===== src/rtl/psc_defines.svh =====
/*
 Constants for the power state controller: timing counts on the 32 kHz tick,
 interrupt source positions and resource vector widths.
 Assumes the block clock runs at 20 MHz.
*/
`ifndef PSC_DEFINES_SVH
`define PSC_DEFINES_SVH

`define PSC_CLK_HZ 20000000
`define PSC_SLOW_HZ 32000
`define PSC_TICK_DIV (`PSC_CLK_HZ / `PSC_SLOW_HZ)
`define PSC_ON_PULSE_MS 1000
`define PSC_LP_DELAY_MS 6000
`define PSC_TO_OFF_MS 2000
`define PSC_ON_PULSE_TICKS (`PSC_ON_PULSE_MS * `PSC_SLOW_HZ / 1000)
`define PSC_LP_TICKS (`PSC_LP_DELAY_MS * `PSC_SLOW_HZ / 1000)
`define PSC_TO_OFF_TICKS (`PSC_TO_OFF_MS * `PSC_SLOW_HZ / 1000)
`define PSC_DEB_TICKS 3
`define PSC_IRQ_W 8
`define PSC_IRQ_ALARM 0
`define PSC_IRQ_CHARGE 1
`define PSC_IRQ_LONGPRESS 2
`define PSC_IRQ_BUTTON 3
`define PSC_IRQ_HOLD 4
`define PSC_IRQ_GPSYNC 5
`define PSC_RES_W 12
`define PSC_SLOWCLK_BIT 11
`define PSC_CNT_W 18

`endif


===== src/rtl/psc_pkg.sv =====
/*
 Types for the power state controller.
 Assumes psc_defines.svh is included where constants are needed.
*/
package psc_pkg;
	typedef enum logic [2:0] {
		PSC_NO_SUPPLY,
		PSC_BACKUP,
		PSC_OFF,
		PSC_ACTIVE,
		PSC_SLEEP
	} psc_state_t;

	typedef enum logic [1:0] {
		PSC_SEQ_A,
		PSC_SEQ_B,
		PSC_SEQ_NVM,
		PSC_SEQ_NONE
	} psc_seq_t;
endpackage


===== src/rtl/psc_power_state_controller.sv =====
/*
 Power state controller: supply states, power-on and sleep conditions,
 start-up sequence selection, host reset, interrupt output and enable lines.
 Assumes all inputs are synchronous to clk; the 32 kHz tick is made inside.
*/
`timescale 1ns/1ps
`default_nettype none
`include "psc_defines.svh"

module psc_power_state_controller (
	input wire logic clk,
	input wire logic rstn,
	input wire logic supply_backup_ok,
	input wire logic supply_main_ok,
	input wire logic button_on_request,
	input wire logic hold_on_input,
	input wire logic sleep_pin,
	input wire logic sleep_polarity_bit,
	input wire logic stay_on_bit,
	input wire logic shutdown_bit_set,
	input wire logic shutdown_reset_bit,
	input wire logic sleep_allow_bit,
	input wire logic long_press_check_off,
	input wire logic thermal_shutdown,
	input wire logic irq_polarity_bit,
	input wire logic [`PSC_IRQ_W-1:0] irq_mask_reg,
	input wire logic [`PSC_IRQ_W-1:0] irq_clear,
	input wire logic rtc_alarm_event,
	input wire logic battery_high_threshold,
	input wire logic battery_charge_threshold,
	input wire logic gp_sync_event,
	input wire logic seq_select_lo,
	input wire logic seq_select_hi,
	input wire logic slow_clock_enable_bit,
	input wire logic slow_clock_in,
	input wire logic [`PSC_RES_W-1:0] sleep_keep_mask,
	input wire logic [`PSC_RES_W-1:0] line_a_assign,
	input wire logic [`PSC_RES_W-1:0] line_b_assign,
	input wire logic scaling_clock_or_enable_a,
	input wire logic scaling_data_or_enable_b,
	output logic global_reset,
	output logic backup_domain_on,
	output logic slow_osc_on,
	output logic [`PSC_RES_W-1:0] resource_on,
	output logic [`PSC_RES_W-1:0] resource_low_power,
	output logic host_reset_n,
	output logic irq_out,
	output logic [`PSC_IRQ_W-1:0] irq_flags_reg,
	output logic shutdown_bit,
	output logic slow_clock_out,
	output logic serial_port_enable,
	output psc_pkg::psc_state_t power_state,
	output psc_pkg::psc_seq_t boot_sequence
);

	// Helper: any unmasked pending source
	function automatic logic psc_pending(input logic [`PSC_IRQ_W-1:0] f,
		input logic [`PSC_IRQ_W-1:0] m);
		psc_pending = |(f & ~m);
	endfunction

	logic [11:0] tick_cnt;
	logic [11:0] next_tick_cnt;
	logic tick;
	psc_pkg::psc_state_t next_power_state;
	logic [`PSC_IRQ_W-1:0] next_irq_flags_reg;
	logic [`PSC_CNT_W-1:0] press_cnt;
	logic [`PSC_CNT_W-1:0] next_press_cnt;
	logic [`PSC_CNT_W-1:0] pulse_cnt;
	logic [`PSC_CNT_W-1:0] next_pulse_cnt;
	logic [`PSC_CNT_W-1:0] off_cnt;
	logic [`PSC_CNT_W-1:0] next_off_cnt;
	logic [1:0] deb_cnt;
	logic [1:0] next_deb_cnt;
	logic btn_deb;
	logic next_btn_deb;
	logic hold_prev;
	logic sleep_prev;
	logic charge_seen;
	logic next_charge_seen;
	logic next_shutdown_bit;
	logic lp_fired;
	logic next_lp_fired;
	logic [`PSC_IRQ_W-1:0] events;
	logic pending;
	logic pon_disable;
	logic pon_enable;
	logic sleep_level;
	logic sleep_enable;
	logic lines_active;
	logic [`PSC_RES_W-1:0] line_ctrl;
	logic [`PSC_RES_W-1:0] assigned;

	// Slow tick generator stands in for the 32 kHz clock
	always_comb begin
		tick = (tick_cnt == 12'(`PSC_TICK_DIV - 1));
		next_tick_cnt = tick ? 12'h000 : tick_cnt + 12'h001;
	end

	always_ff @(posedge clk or negedge rstn) begin
		if (!rstn) begin
			tick_cnt <= 12'h000;
		end else begin
			tick_cnt <= next_tick_cnt;
		end
	end

	// Button debounce, long press and unacknowledged press timers
	always_comb begin
		next_deb_cnt = deb_cnt;
		next_btn_deb = btn_deb;
		next_press_cnt = press_cnt;
		next_off_cnt = off_cnt;
		next_lp_fired = lp_fired;
		if (tick) begin
			if (button_on_request == btn_deb) begin
				next_deb_cnt = 2'h0;
			end else if (deb_cnt == 2'(`PSC_DEB_TICKS - 1)) begin
				next_deb_cnt = 2'h0;
				next_btn_deb = button_on_request;
			end else begin
				next_deb_cnt = deb_cnt + 2'h1;
			end
			if (!btn_deb && press_cnt != `PSC_CNT_W'(`PSC_LP_TICKS)) begin
				next_press_cnt = press_cnt + `PSC_CNT_W'(1);
			end
			if (lp_fired && off_cnt != `PSC_CNT_W'(`PSC_TO_OFF_TICKS)) begin
				next_off_cnt = off_cnt + `PSC_CNT_W'(1);
			end
		end
		if (btn_deb) begin
			next_press_cnt = `PSC_CNT_W'(0);
		end
		if (press_cnt == `PSC_CNT_W'(`PSC_LP_TICKS) && !long_press_check_off) begin
			next_lp_fired = 1'b1;
		end
		if (btn_deb || !irq_flags_reg[`PSC_IRQ_LONGPRESS]) begin
			next_lp_fired = next_lp_fired & ~btn_deb;
			if (!irq_flags_reg[`PSC_IRQ_LONGPRESS] && lp_fired) begin
				next_lp_fired = 1'b0;
			end
			next_off_cnt = `PSC_CNT_W'(0);
		end
	end

	// Event sources feeding the flags
	always_comb begin
		events = '0;
		events[`PSC_IRQ_ALARM] = rtc_alarm_event;
		events[`PSC_IRQ_CHARGE] = battery_high_threshold && battery_charge_threshold
			&& !charge_seen;
		events[`PSC_IRQ_LONGPRESS] = (press_cnt == `PSC_CNT_W'(`PSC_LP_TICKS - 1)) && tick
			&& !btn_deb && !long_press_check_off;
		events[`PSC_IRQ_BUTTON] = (!btn_deb && power_state == psc_pkg::PSC_ACTIVE)
			|| (next_btn_deb == 1'b0 && btn_deb);
		events[`PSC_IRQ_HOLD] = hold_on_input && !hold_prev;
		events[`PSC_IRQ_GPSYNC] = gp_sync_event;
		next_charge_seen = charge_seen | events[`PSC_IRQ_CHARGE];
		next_irq_flags_reg = (irq_flags_reg & ~irq_clear) | events;
		pending = psc_pending(irq_flags_reg, irq_mask_reg);
	end

	// Power-on and sleep condition evaluation
	always_comb begin
		pon_disable = lp_fired || thermal_shutdown || shutdown_bit
			|| shutdown_reset_bit;
		pon_enable = !pon_disable && (!btn_deb || hold_on_input || stay_on_bit
			|| (pulse_cnt != `PSC_CNT_W'(0)));
		sleep_level = sleep_polarity_bit ? sleep_pin : !sleep_pin;
		sleep_enable = sleep_level && sleep_allow_bit && !pending;
		// Pulse starts only in off with reset low, then runs its full length
		// so the host has time to take over; clearing the flags ends it early
		next_pulse_cnt = pulse_cnt;
		if (!psc_pending(irq_flags_reg & ~(`PSC_IRQ_W'(1) << `PSC_IRQ_GPSYNC),
			irq_mask_reg)) begin
			next_pulse_cnt = `PSC_CNT_W'(0);
		end else if (power_state == psc_pkg::PSC_OFF && !host_reset_n
			&& pulse_cnt == `PSC_CNT_W'(0)) begin
			next_pulse_cnt = `PSC_CNT_W'(`PSC_ON_PULSE_TICKS);
		end else if (tick && pulse_cnt != `PSC_CNT_W'(0)) begin
			next_pulse_cnt = pulse_cnt - `PSC_CNT_W'(1);
		end
		next_shutdown_bit = shutdown_bit_set
			|| (shutdown_bit && power_state != psc_pkg::PSC_OFF);
	end

	// State transitions
	always_comb begin
		next_power_state = power_state;
		unique case (power_state)
			psc_pkg::PSC_NO_SUPPLY: begin
				if (supply_backup_ok) begin
					next_power_state = psc_pkg::PSC_BACKUP;
				end
			end
			psc_pkg::PSC_BACKUP: begin
				if (supply_main_ok) begin
					next_power_state = psc_pkg::PSC_OFF;
				end
			end
			psc_pkg::PSC_OFF: begin
				if (pon_enable) begin
					next_power_state = psc_pkg::PSC_ACTIVE;
				end
			end
			psc_pkg::PSC_ACTIVE: begin
				if (!pon_enable || off_cnt == `PSC_CNT_W'(`PSC_TO_OFF_TICKS)) begin
					next_power_state = psc_pkg::PSC_OFF;
				end else if (sleep_enable && sleep_level && !sleep_prev) begin
					next_power_state = psc_pkg::PSC_SLEEP;
				end
			end
			psc_pkg::PSC_SLEEP: begin
				if (!pon_enable) begin
					next_power_state = psc_pkg::PSC_OFF;
				end else if (!sleep_level || !btn_deb || pending) begin
					next_power_state = psc_pkg::PSC_ACTIVE;
				end
			end
		endcase
		if (!supply_backup_ok) begin
			next_power_state = psc_pkg::PSC_NO_SUPPLY;
		end else if (!supply_main_ok && power_state != psc_pkg::PSC_NO_SUPPLY) begin
			next_power_state = psc_pkg::PSC_BACKUP;
		end
	end

	always_ff @(posedge clk or negedge rstn) begin
		if (!rstn) begin
			power_state <= psc_pkg::PSC_NO_SUPPLY;
			irq_flags_reg <= '0;
			press_cnt <= '0;
			pulse_cnt <= '0;
			off_cnt <= '0;
			deb_cnt <= 2'h0;
			btn_deb <= 1'b1;
			hold_prev <= 1'b0;
			sleep_prev <= 1'b0;
			charge_seen <= 1'b0;
			shutdown_bit <= 1'b0;
			lp_fired <= 1'b0;
		end else begin
			power_state <= next_power_state;
			irq_flags_reg <= next_irq_flags_reg;
			press_cnt <= next_press_cnt;
			pulse_cnt <= next_pulse_cnt;
			off_cnt <= next_off_cnt;
			deb_cnt <= next_deb_cnt;
			btn_deb <= next_btn_deb;
			hold_prev <= hold_on_input;
			sleep_prev <= sleep_level;
			charge_seen <= next_charge_seen;
			shutdown_bit <= next_shutdown_bit;
			lp_fired <= next_lp_fired;
		end
	end

	// Outputs: supplies, reset, clock, enable lines
	always_comb begin
		assigned = line_a_assign | line_b_assign;
		lines_active = host_reset_n && (|assigned);
		line_ctrl = (line_a_assign & {`PSC_RES_W{scaling_clock_or_enable_a}})
			| (line_b_assign & {`PSC_RES_W{scaling_data_or_enable_b}});
		boot_sequence = psc_pkg::PSC_SEQ_NONE;
		unique case ({seq_select_hi, seq_select_lo})
			2'b00: boot_sequence = psc_pkg::PSC_SEQ_A;
			2'b01: boot_sequence = psc_pkg::PSC_SEQ_B;
			2'b10: boot_sequence = psc_pkg::PSC_SEQ_NVM;
			default: boot_sequence = psc_pkg::PSC_SEQ_NONE;
		endcase
	end

	always_ff @(posedge clk or negedge rstn) begin
		if (!rstn) begin
			global_reset <= 1'b1;
			backup_domain_on <= 1'b0;
			slow_osc_on <= 1'b0;
			resource_on <= '0;
			resource_low_power <= '0;
			host_reset_n <= 1'b0;
			irq_out <= 1'b0;
			slow_clock_out <= 1'b0;
			serial_port_enable <= 1'b0;
		end else begin
			global_reset <= (power_state == psc_pkg::PSC_NO_SUPPLY);
			backup_domain_on <= (power_state != psc_pkg::PSC_NO_SUPPLY);
			slow_osc_on <= (power_state != psc_pkg::PSC_NO_SUPPLY);
			host_reset_n <= (power_state == psc_pkg::PSC_ACTIVE)
				|| (power_state == psc_pkg::PSC_SLEEP && host_reset_n);
			irq_out <= pending ^ ~irq_polarity_bit;
			serial_port_enable <= !lines_active;
			resource_low_power <= '0;
			slow_clock_out <= 1'b0;
			unique case (power_state)
				psc_pkg::PSC_ACTIVE: begin
					resource_on <= lines_active ? ((~assigned) | line_ctrl)
						: {`PSC_RES_W{1'b1}};
					slow_clock_out <= slow_clock_in && slow_clock_enable_bit
						&& boot_sequence != psc_pkg::PSC_SEQ_NONE;
				end
				psc_pkg::PSC_SLEEP: begin
					resource_on <= lines_active ? ((sleep_keep_mask & ~assigned) | line_ctrl)
						: sleep_keep_mask;
					resource_low_power <= ~sleep_keep_mask & ~assigned;
					slow_clock_out <= slow_clock_in
						&& sleep_keep_mask[`PSC_SLOWCLK_BIT];
				end
				default: begin
					resource_on <= '0;
				end
			endcase
		end
	end
endmodule // psc_power_state_controller

`default_nettype wire


===== config.mk =====
export PLATFORM = sky130hd
export DESIGN_NAME = psc_power_state_controller
export DESIGN_NICKNAME = d
export VERILOG_FILES = /design/src/rtl/psc_pkg.sv /design/src/rtl/psc_power_state_controller.sv
export VERILOG_INCLUDE_DIRS = /design/src /design/src/rtl
export SDC_FILE = /design/constraint.sdc
export NUM_CORES = 1
export LEC_CHECK = 0
export BUFFER_PORTS_ARGS = -buffer_cell sky130_fd_sc_hd__buf_2
export CAP_MARGIN = 5
export CORE_MARGIN = 5
export CORE_UTILIZATION = 25
export DETAILED_ROUTE_END_ITERATION = 10
export PLACE_DENSITY = 0.45
export SYNTH_ARGS = -nofsm -noshare
export SYNTH_HDL_FRONTEND = slang
export SYNTH_SLANG_ARGS = --single-unit

===== constraint.sdc =====
create_clock -name clk -period 3.2 [get_ports clk]
set_clock_uncertainty 0.15 [all_clocks]
set_input_delay 0.48 -clock clk [delete_from_list [all_inputs] [get_ports clk]]
set_output_delay 0.48 -clock clk [all_outputs]
set_load 0.05 [all_outputs]

Word-level counts from Yosys, hierarchy flattened
Cells that the tools add are included.
Storage, ports and cells
  flip-flop bits (word level): 115
  bits of input ports: 77
  output and inout bits: 45
Cells by class
  bitwise operators: 22
  equal/unequal tests: 21
  mux-type cells: 34
  add/sub/neg operators: 5
  reduce and logical (&&, ||, !) cells: 69
Operators with widths (count)
  two-way mux 18 bit: 9
  bitwise AND 12 bit: 4
  two-way mux 12 bit: 4
  OR 12 bit: 4
  adder 18 x 1 -> 18 bit, second input constant: 2
  == test 18 bit, second input constant: 2
  logical AND 1 bit: 27
  bitwise AND 8 bit: 3
  two-way mux 3 bit: 8
  inverter 12 bit: 2
  case mux 12 bit (2 select lines): 1
  == test 18 x 16 -> 1 bit, second input constant: 1
  logical NOT 18 bit: 1
  inequality test 18 x 16 -> 1 bit, second input constant: 1
  inequality test 18 bit, second input constant: 1
  nonzero test 18 bit: 1
  subtractor 18 x 1 -> 18 bit, second input constant: 1
  inverter 8 bit: 2
  OR reduction 8 bit: 2
  case mux 3 bit (5 select lines): 1
  logical NOT 1 bit: 14
  logical OR 1 bit: 13
  adder 12 x 1 -> 12 bit, second input constant: 1
  == test 12 x 10 -> 1 bit, second input constant: 1
  29 further kinds: 45

Logic depth before layout (Yosys ltp)
Gate-level depths: netlist of the first run.
  depth in word-level cells: 12
  mapped depth: 10
  gate-level depth less buffers: 8

Worst setup path after synthesis of the first run
OpenSTA, ideal clock, no wires.
  path kind: reg2reg
  start: register pulse_cnt[0]
  end: register pulse_cnt[13]
  library setup time: 74 ps
  data arrival time: 2628 ps
  stages on the path, launching flop included: 10
  clock period less this slack: 2851 ps
  path slack: 349 ps
  buffers on the path: 2
  required time: 2976 ps
  cells stage by stage: dfrtp_1 > inv_1 > ha_1 > or3b_2 > or4_4 > buf_6 > or4_1 > buf_2 > a2111o_1 > a21oi_2
Between the ends
  cells in the longest elaborated chain, start to end: 4
  elaborated cells between the ends (all ways): 9
Ends and longest elaborated chain
  start, declared: line psc_power_state_controller.sv:69  | logic [`PSC_CNT_W-1:0] pulse_cnt;
  start signal, assigned: line psc_power_state_controller.sv:246  | pulse_cnt <= next_pulse_cnt;
  subtractor 18 x 1 -> 18 bit / logical NOT 18 bit (equally long branches): line psc_power_state_controller.sv:181, psc_power_state_controller.sv:178
  two-way mux 18 bit / logical AND 1 bit (equally long branches): line psc_power_state_controller.sv:180, psc_power_state_controller.sv:177
  two-way mux 18 bit: line psc_power_state_controller.sv:177  | end else if (power_state == psc_pkg::PSC_OFF && !host_reset_n
  two-way mux 18 bit: line psc_power_state_controller.sv:174  | if (!psc_pending(irq_flags_reg & ~(`PSC_IRQ_W'(1) << `PSC_IRQ_GPSYNC),
Several ways; a longest one is shown, not always the timed one. The select of a mux whose other input is x is not followed.
A chain may end at the register's enable or synchronous reset.

Final worst setup path of the first run
  start: register off_cnt[0]
  end: register power_state[1]
Between the ends
  cells in the longest elaborated chain, start to end: 6
  elaborated cells between the ends (all ways): 8
Ends and longest elaborated chain
  start, declared: line psc_power_state_controller.sv:71  | logic [`PSC_CNT_W-1:0] off_cnt;
  start signal, assigned: line psc_power_state_controller.sv:247  | off_cnt <= next_off_cnt;
  == test 18 x 16 -> 1 bit *: line psc_power_state_controller.sv:207  | if (!pon_enable || off_cnt == `PSC_CNT_W'(`PSC_TO_OFF_TICKS)) begin
  logical OR 1 bit *: line psc_power_state_controller.sv:207
  two-way mux 3 bit: line psc_power_state_controller.sv:207
  case mux 3 bit (5 select lines): line psc_power_state_controller.sv:190  | unique case (power_state)
  two-way mux 3 bit: line psc_power_state_controller.sv:223  | end else if (!supply_main_ok && power_state != psc_pkg::PSC_NO_SUPPLY) begin
  two-way mux 3 bit: line psc_power_state_controller.sv:221  | if (!supply_backup_ok) begin
  end signal, assigned: line psc_power_state_controller.sv:230  | power_state <= psc_pkg::PSC_NO_SUPPLY;
  end signal, assigned: line psc_power_state_controller.sv:243  | power_state <= next_power_state;
  end, declared: line psc_power_state_controller.sv:52  | output psc_pkg::psc_state_t power_state,
Every way passes the cells marked *; elsewhere a longest branch is shown, timed or not.

==> out/results.txt, run 1 <==
The routed design could run at a clock period as short as 2.87 ns. The total power per unit cell area is 527 nW/um^2, and the area inside the core boundary is 22600 um^2. Routability-driven placement finished with a final weighted congestion of 0.778. The final layout contains routed wiring with a total length of 15700 um.

The half-perimeter wire length after detailed placement is 11400 um. By area the synthesized netlist is led by sky130_fd_sc_hd__dfrtp_1, sky130_fd_sc_hd__xnor2_1, sky130_fd_sc_hd__nor2_1. TritonCTS built the clock tree. The tools report the global-route track usage on met3 as 3.10%. In the final layout, the registers with the most flip-flops are off_cnt: 18 flops, press_cnt: 18 flops, pulse_cnt: 18 flops. The clock transition at the register clock pins on the worst setup and hold paths after CTS was 0.06 ns.

The fraction of synthesized cell area taken by the top area cell type is 49.2%, and the total clock buffers created by CTS is 17. Count of synthesis-stage warnings from yosys: 0. The count of buffers added by post-CTS timing repair for setup is 0. The run finished with clean final reports.

The run gives 0.42 ns as the insertion delay of the later-clocked pin in the worst-skew pair. The H-tree generated during clock tree synthesis spans 4 levels. The run gives 2880 um^2 as the area used by sequential logic in the layout. The die extent in x works out to 162 um.

In this run the vertical extent of the chip is 162 um. The tools report the remaining antenna violation count after routing as 0. For this run, the leading register cell type out of synthesis is sky130_fd_sc_hd__dfrtp_1. The area taken by multi-input logic gates was 2670 um^2.

The count of final max-slew check failures is 0, and the net count of the mapped netlist is 670. Hold violation total from the final report: 0. The type of origin of the critical path is a register. After synthesis, the netlist uses 65 different library cells. The count of mapped cells out of synthesis is 585, and the number of cell rows is 55. The boundary pin count is 122. For the number of inserted filler cells in the final layout, the log shows 2332. The logs give 0 for the number of antenna violations at the first check in global routing and 115 for the number of sinks handled by clock tree synthesis. The run gives 4777 as the number of global-route vias before repair. Each instance of the synthesized netlist takes up on average 9.83 um^2. The completed layout was analyzed and its total power is 0.00389 W. The die covers 26100 um^2. The sequential-to-total area share from yosys stat is 50.1%. In this run, synthesis produced a sequential element count of 115. In this run the deepest clock path goes through 2 buffers. For this run, global-route usage on met2 was measured as 19.8%. The global router's overall resource usage was 12.2%. Setup violations remaining at the end of the flow were counted as 0. Setup repair after global routing left no endpoint under its margin. Summed over all cells, the static leakage comes to 3.32 nW. After detailed routing, the average wire length per cell comes to 15.5 um. Data on the critical path is required at its endpoint by 3.41 ns. The first global-routing pass estimated 25500 um of wire. After synthesis the cells add up to 5750 um^2.

Relative to the synthesized area, the layout overhead comes to 28.3%. The tightest min-delay check is of the in2reg type. STA classifies the critical path endpoint as a register.

0 antenna diodes ended up in the layout. The pre-antenna-repair detailed-routing pass consisted of 4 iterations. At the pin with the least slew margin, the transition time is 0.771 ns. Based on the critical path, the design can be clocked at up to 349 MHz.

The overall overflow remaining after global route is 0. The maximum number of pins on one net before global-route repair is 49. STA puts the critical path data arrival time at 3.07 ns.

The starting utilization of the core area was 25.4%. The busiest metal layer after global routing is met2. The detailed router placed 4763 vias in this run. Counting flops with an async set or reset pin after synthesis yields a share of 100%.

For this run, design rule violations remaining after detail routing come to 0. Highest net fanout along the worst path: 4. Global routing consumed, on the met1 layer, 15.9% of the routing resources. The ratio of routed vias to standard cells works out to 4.70. Type of the worst setup path: reg2reg. Normalized max-slew margin: 47.8%. In the final layout, the share of cells above drive strength 1 is 25.0%.

The number of synthesized flops with an enable pin came out at 0. The final layout contains 801 nets. IR analysis of the VDD net gives a maximum drop of 0.305 mV.

Buffers placed on the I/O ports in this run total 121. The accumulated negative setup slack was 0 ns. The largest total area in the synthesized netlist belongs to sky130_fd_sc_hd__dfrtp_1. The run gives 233 as the initial DRC count.

The buffer cell driving the clock tree root was sky130_fd_sc_hd__clkbuf_16. The number of violations of the max-capacitance limit came out at 0. Post-route clock period utilization: 89.6%.
power breakdown:
part	total (W)	internal [W]	leakage, nW	switching (W)
sequential	0.00149	0.00148	1.54	0.0000142
combinational	0.000301	0.0000958	1.47	0.000205
clock	0.00210	0.00136	0.311	0.000738
what timing repair did:
item	4_1_cts	5_1_grt
gates resized for setup	0	0
hold buffers	1	0
hold endpoints to repair	37	0
path summary, 6_finish.rpt:
check	from	end	slack, ns	depth (start not counted)
hold / removal	irq_clear[6]	irq_flags_reg[6]$_DFF_PN0_	0.05	2
max in group asynchronous	rstn	pulse_cnt[6]$_DFFE_PN0P_	1.65	3
hold reg to reg	hold_prev$_DFF_PN0_	irq_flags_reg[4]$_DFF_PN0_	0.28	1
setup reg to reg	off_cnt[0]$_DFFE_PN0P_	power_state[1]$_DFFE_PN0P_	0.33	7
min in group asynchronous	rstn	tick_cnt[9]$_DFF_PN0_	0.45	2
setup / recovery	off_cnt[0]$_DFFE_PN0P_	power_state[1]$_DFFE_PN0P_	0.33	7
stage by stage:
step                      hold slack, ns  util, %  cells  instance area (um^2)  worst slack (ns)
final                             0.0517     32.6   1014                  7380             0.331
after global routing              0.0337     32.6   1014                  7380             0.270
after CTS                         0.0310     32.6   1014                  7380             0.334
after detailed placement           0.283     29.7    981                  6720             0.367
after global placement             0.272     29.7    981                  6720             0.389
after floorplan                   0.0344        -    585                  5750             0.349
layout make-up:
| type | instances | area share (%) |
|---|---|---|
| flip-flops and latches | 115 | 39.0 |
| multi-input cells | 421 | 36.2 |
| repair buffers | 134 | 9.76 |
| clock buffers | 19 | 6.14 |
| well taps | 285 | 4.83 |
| clock inverters | 13 | 2.66 |
| inverters | 27 | 1.37 |
logic make-up (layout without fill, tap and decap cells):
logic type               Yosys count  count (layout)  share of synthesized area (%)
adder cells (fa/ha/maj)            8               8                           1.74
AO/OA/AOI/OAI                    105             105                           12.2
XOR/XNOR                          58              58                           8.83
buffers and inverters             49             193                           3.46
AND/OR/NAND/NOR                  248             248                           23.3
multiplexers                       2               2                          0.370
flip-flops                       115             115                           50.1
cells in the final DEF, fill, tap and decap left out, drive strengths merged, types with 3 or more instances in the layout:
| master | instances |
|---|---|
| o211ai | 4 |
| and2 | 5 |
| a21o | 3 |
| nor4 | 32 |
| and3 | 7 |
| a22o | 9 |
| or4 | 3 |
| o22ai | 3 |
| ha | 8 |
| nand3 | 18 |
| inv | 31 |
| a22oi | 3 |
| bufinv | 4 |
| nor3b | 3 |
| and4 | 8 |
| nand4 | 15 |
| or4b | 4 |
| nand2b | 8 |
| nor2b | 5 |
| o31ai | 3 |
| o31a | 8 |
| a21boi | 3 |
| nor2 | 76 |
| xnor2 | 36 |
| o21ai | 25 |
| nor3 | 10 |
| nand4b | 3 |
| xor2 | 22 |
| a21oi | 26 |
| clkbuf | 19 |
| nand2 | 31 |
| clkinv | 3 |
| or3 | 11 |
| buf | 133 |
| dfrtp | 113 |
critical path, stage by stage, from the launching register on:
cell	delay (ns)
sky130_fd_sc_hd__dfrtp_1	0.41
sky130_fd_sc_hd__inv_1	0.07
sky130_fd_sc_hd__ha_1	0.13
sky130_fd_sc_hd__or4b_2	0.62
sky130_fd_sc_hd__or4b_1	0.55
sky130_fd_sc_hd__a31o_2	0.26
sky130_fd_sc_hd__a2111oi_0	0.46
sky130_fd_sc_hd__a211o_1	0.16
Yosys cell counts (all sizes together) (2+ instances only):
library cell and instances:
nor3 10, or4 3, a22oi 3, nor4 32, and3 7, ha 8, buf 5, o2111ai 2
o31ai 3, o22ai 3, and3b 2, and2 5, nand2 31, clkbuf 17, nor3b 3, nand3 18
and4bb 2, inv 27, a211oi 2, o211ai 4, or3 11, nand2b 8, nor2 76, a211o 2
or4b 4, nand4b 3, or3b 2, o21a 2, a22o 9, o21ai 25, dfrtp 113, dfstp 2
a21o 3, a21boi 3, o31a 8, nor2b 5, and4 8, xnor2 36, a2111oi 2, xor2 22
a21oi 26, nand4 15
metal layers:
| metal | vias up | share of wire, % |
|---|---|---|
| met5 | - | 0 |
| met4 | 0 | 1.0 |
| met3 | 8 | 4.8 |
| met2 | 91 | 48 |
| met1 | 2296 | 46 |
| li1 | 2368 | - |
Power figures use the tool's default switching activity.
==> run 2: changes to the inputs <==
- CORE_UTILIZATION: 25 -> 47
- PLACE_DENSITY: 0.45 -> 0.72
==> run 2 against run 1 <==
- global-route usage increased by 8.5 points
- sequential cell count unchanged
- power decreased by 9.1%
- clock power decreased by 17%
- critical path depth unchanged
- final area decreased by 4.1%
- fmax decreased by 2.7%
- utilization increased by 26 points
- hold slack improved by 0.0095 ns
- via count increased by 3.8%
- cell count decreased by 14%
- largest power group unchanged
- highest routed layer unchanged
==> out/results.txt, run 2 (synthesis gave the netlist of run 1 again) <==
The run finished with clean final reports. The fraction of power spent switching nets was 23.2%. The clock transition at the register clock pins on the worst setup and hold paths after CTS came out at 0.05 ns.

Type of origin of the critical path: a register. Leaving out fill and tap cells, the most frequent cell in the layout is sky130_fd_sc_hd__buf_2. The run gives 3.26 nW as the leakage dissipation. The half-perimeter wire length after detailed placement is 10400 um. The die covers 14600 um^2.

The critical path crosses 7 cells after its start point. The final layout contains 797 nets. The number of inserted filler cells in the final layout came out at 1052.

Leaving out fill and tap cells, the most frequent cells in the layout are sky130_fd_sc_hd__buf_2, sky130_fd_sc_hd__dfrtp_1, sky130_fd_sc_hd__nor2_1. Measured along the y axis, the die boundary spans 121 um. The path class of the tightest hold or removal check is in2reg. The post-route clock period utilization was 92.1%. For the slack of the worst reg-to-reg path, the log shows 0.25 ns.

The hold violation total from the final report is 0, and the total clock buffers created by CTS is 17. In the detailed route, the total length drawn on met3 is 856 um. After detailed routing, the total wire length is 14400 um. Dividing total power by cell area gives a power density of 499 nW/um^2.

The first global-routing pass estimated 24100 um of wire. IR analysis of the VDD net gives a maximum drop of 0.289 mV. In this run, the number of DRC markers left after iteration 0 of detailed routing was 413. 0 antenna diodes ended up in the layout.

The run gives 1 as the number of buffers inserted by hold repair at cts. The number of violations of the max-capacitance limit was 0. The critical path in this run is classified as reg2reg. The run gives 69 as the maximum number of pins on one net before global-route repair. The smallest clock period supported by the final layout is computed as 2.95 ns.

The tools report the sequential share of power as 42.4%. Clock tree synthesis selected as its root buffer the cell sky130_fd_sc_hd__clkbuf_16. The tools report the number of cell rows as 40.

Setup repair after global routing left no endpoint under its margin. The first detailed-routing pass took 5 iterations. The critical path goes through inv_1 -> ha_1 -> or3b_2 -> or4_4 -> or4_1 -> a2111o_1 -> a21oi_2. Summed over all nets, wire length on met2 after detailed routing comes to 6970 um. The design draws 0.00353 W.

STA puts the critical path data required time at 3.39 ns. In this run the tightest slew margin relative to its limit is 50.6%. STA classifies the critical path endpoint as a register.

The count of buffer and inverter cells on the critical path was 1. The power dissipated by switching net loads is 0.000819 W, and the area added between synthesis and finish is 23.1%. The share of final-layout standard cells stronger than drive strength 1 is 23.6%, and the detailed-route via count is 4942.

For the setup-violating endpoint count in the final report, the log shows 0. The share of total power in combinational logic was 8.3%. The run gives 6240 um as the post-route met1 wirelength. In this run the post-CTS setup repair buffer count came out at 0.

The area used by sequential logic in the layout came out at 2880 um^2. Routability-driven placement finished with a final weighted congestion of 0.934. Top layer reached by signal wires: met4.

For this run, design rule violations remaining after detail routing come to 0. The run gives 4 as the H-tree depth. On the critical path, the stage with the largest delay is an instance of sky130_fd_sc_hd__or4_1.

The number of gates given a new drive strength after cts came out at 0. TritonCTS built the clock tree. The overall overflow remaining after global route was 0; the insertion delay of the later-clocked pin in the worst-skew pair was 0.41 ns.

For the number of global-route vias before repair, the log shows 4927. The clock network accounts for 49.3% of the total power. The critical path starts at pulse_cnt[0]$_DFFE_PN0P_. Pin placement for this block handled 122 I/O pins. The tools report the internal power as 0.00271 W. On the worst path, the slowest cell contributes a delay of 0.64 ns. Cell family contributing the most delay on the critical path: simple AND/OR/NAND/NOR gates. After floorplanning, the core was sized to cover 12000 um^2.

Timing would allow up to 339 MHz. The die extent in x came out at 121 um. The worst register-to-register path begins at pulse_cnt[0]$_DFFE_PN0P_. The actual slew at the worst max-slew pin was 0.729 ns. For hold timing, the worst endpoint is hold_prev$_DFF_PN0_.

The hold-critical path depth was 1. The logs give 0 for the number of antenna violations at the first check in global routing and 0 ns for the accumulated negative setup slack. Dividing the detail-routed wire length by the instance count gives 16.5 um.

In the global route stage, overall resource usage came out at 20.6%. The worst register-to-register path ends at pulse_cnt[13]$_DFFE_PN0P_. Area taken by multi-input logic gates: 2670 um^2.

The starting utilization of the core area was 47.9%. The worst register-to-register path has a depth of 7. The startpoint identified for the worst hold timing path is hold_on_input.

The tools report the remaining antenna violation count after routing as 0. Input and output buffers added on the ports amount to 121. In this run the worst path has a maximum fanout of 7. Ratio of routed vias to standard cells: 5.67. The largest registers in the layout are off_cnt: 18 flops, press_cnt: 18 flops, pulse_cnt: 18 flops. Number of sinks handled by clock tree synthesis: 115.

In this run the deepest clock path goes through 2 buffers. STA puts the critical path data arrival time at 3.14 ns. Count of final max-slew check failures: 0.
[run 2: cell count changes in the layout (fill, tap and decap cells not counted), sizes merged]
cell / previous run / this run
bufinv: 4 / 1
clkinvlp: 2 / 1
clkbuf: 19 / 27
buf: 133 / 129
clkinv: 3 / 2
inv: 31 / 27
[run 2: worst max-delay path by stage]
| stage | endpoint | slack [ns] |
|---|---|---|
| after floorplan | pulse_cnt[13]$_DFFE_PN0P_ | 0.35 |
| after global placement | pulse_cnt[13]$_DFFE_PN0P_ | 0.37 |
| after detailed placement | pulse_cnt[13]$_DFFE_PN0P_ | 0.27 |
| after CTS | pulse_cnt[13]$_DFFE_PN0P_ | 0.26 |
| after global routing | pulse_cnt[11]$_DFFE_PN0P_ | 0.11 |
| final | pulse_cnt[13]$_DFFE_PN0P_ | 0.25 |
[run 2: cell type report]
cell class / count / share of cell area (%)
timing repair buffer: 130 / 9.76
tap: 147 / 2.60
clock inverter: 4 / 0.672
sequential: 115 / 40.7
clock buffer: 27 / 7.10
inverter: 27 / 1.43
multi-input combinational: 421 / 37.8
[run 2: stage by stage]
step                      worst slack [ns]  util, %  hold WS (ns)  instances  cell area (um^2)
after global placement               0.365     54.3         0.272        839              6520
after global routing                 0.108     58.9        0.0572        871              7080
after detailed placement             0.267     54.3         0.273        839              6520
after CTS                            0.258     58.9        0.0416        871              7080
after floorplan                      0.349        -        0.0344        585              5750
final                                0.252     58.9        0.0612        871              7080
[run 2: per-layer routing]
metal / vias up / track usage (%)
met5: - / 0
met4: 0 / 7.79
met3: 23 / 5.24
met2: 158 / 33.5
met1: 2413 / 26.7
li1: 2348 / -
[run 2: power by group through the flow]
stage / Clock [W] / Sequential, W / Combinational, W
after CTS: 0.00178 / 0.00150 / 0.000296
after detailed placement: 0 / 0.00152 / 0.000294
final: 0.00174 / 0.00150 / 0.000294
after floorplan: 0 / 0.00157 / 0.000105
after global placement: 0 / 0.00152 / 0.000287
after global routing: 0.00187 / 0.00150 / 0.000321
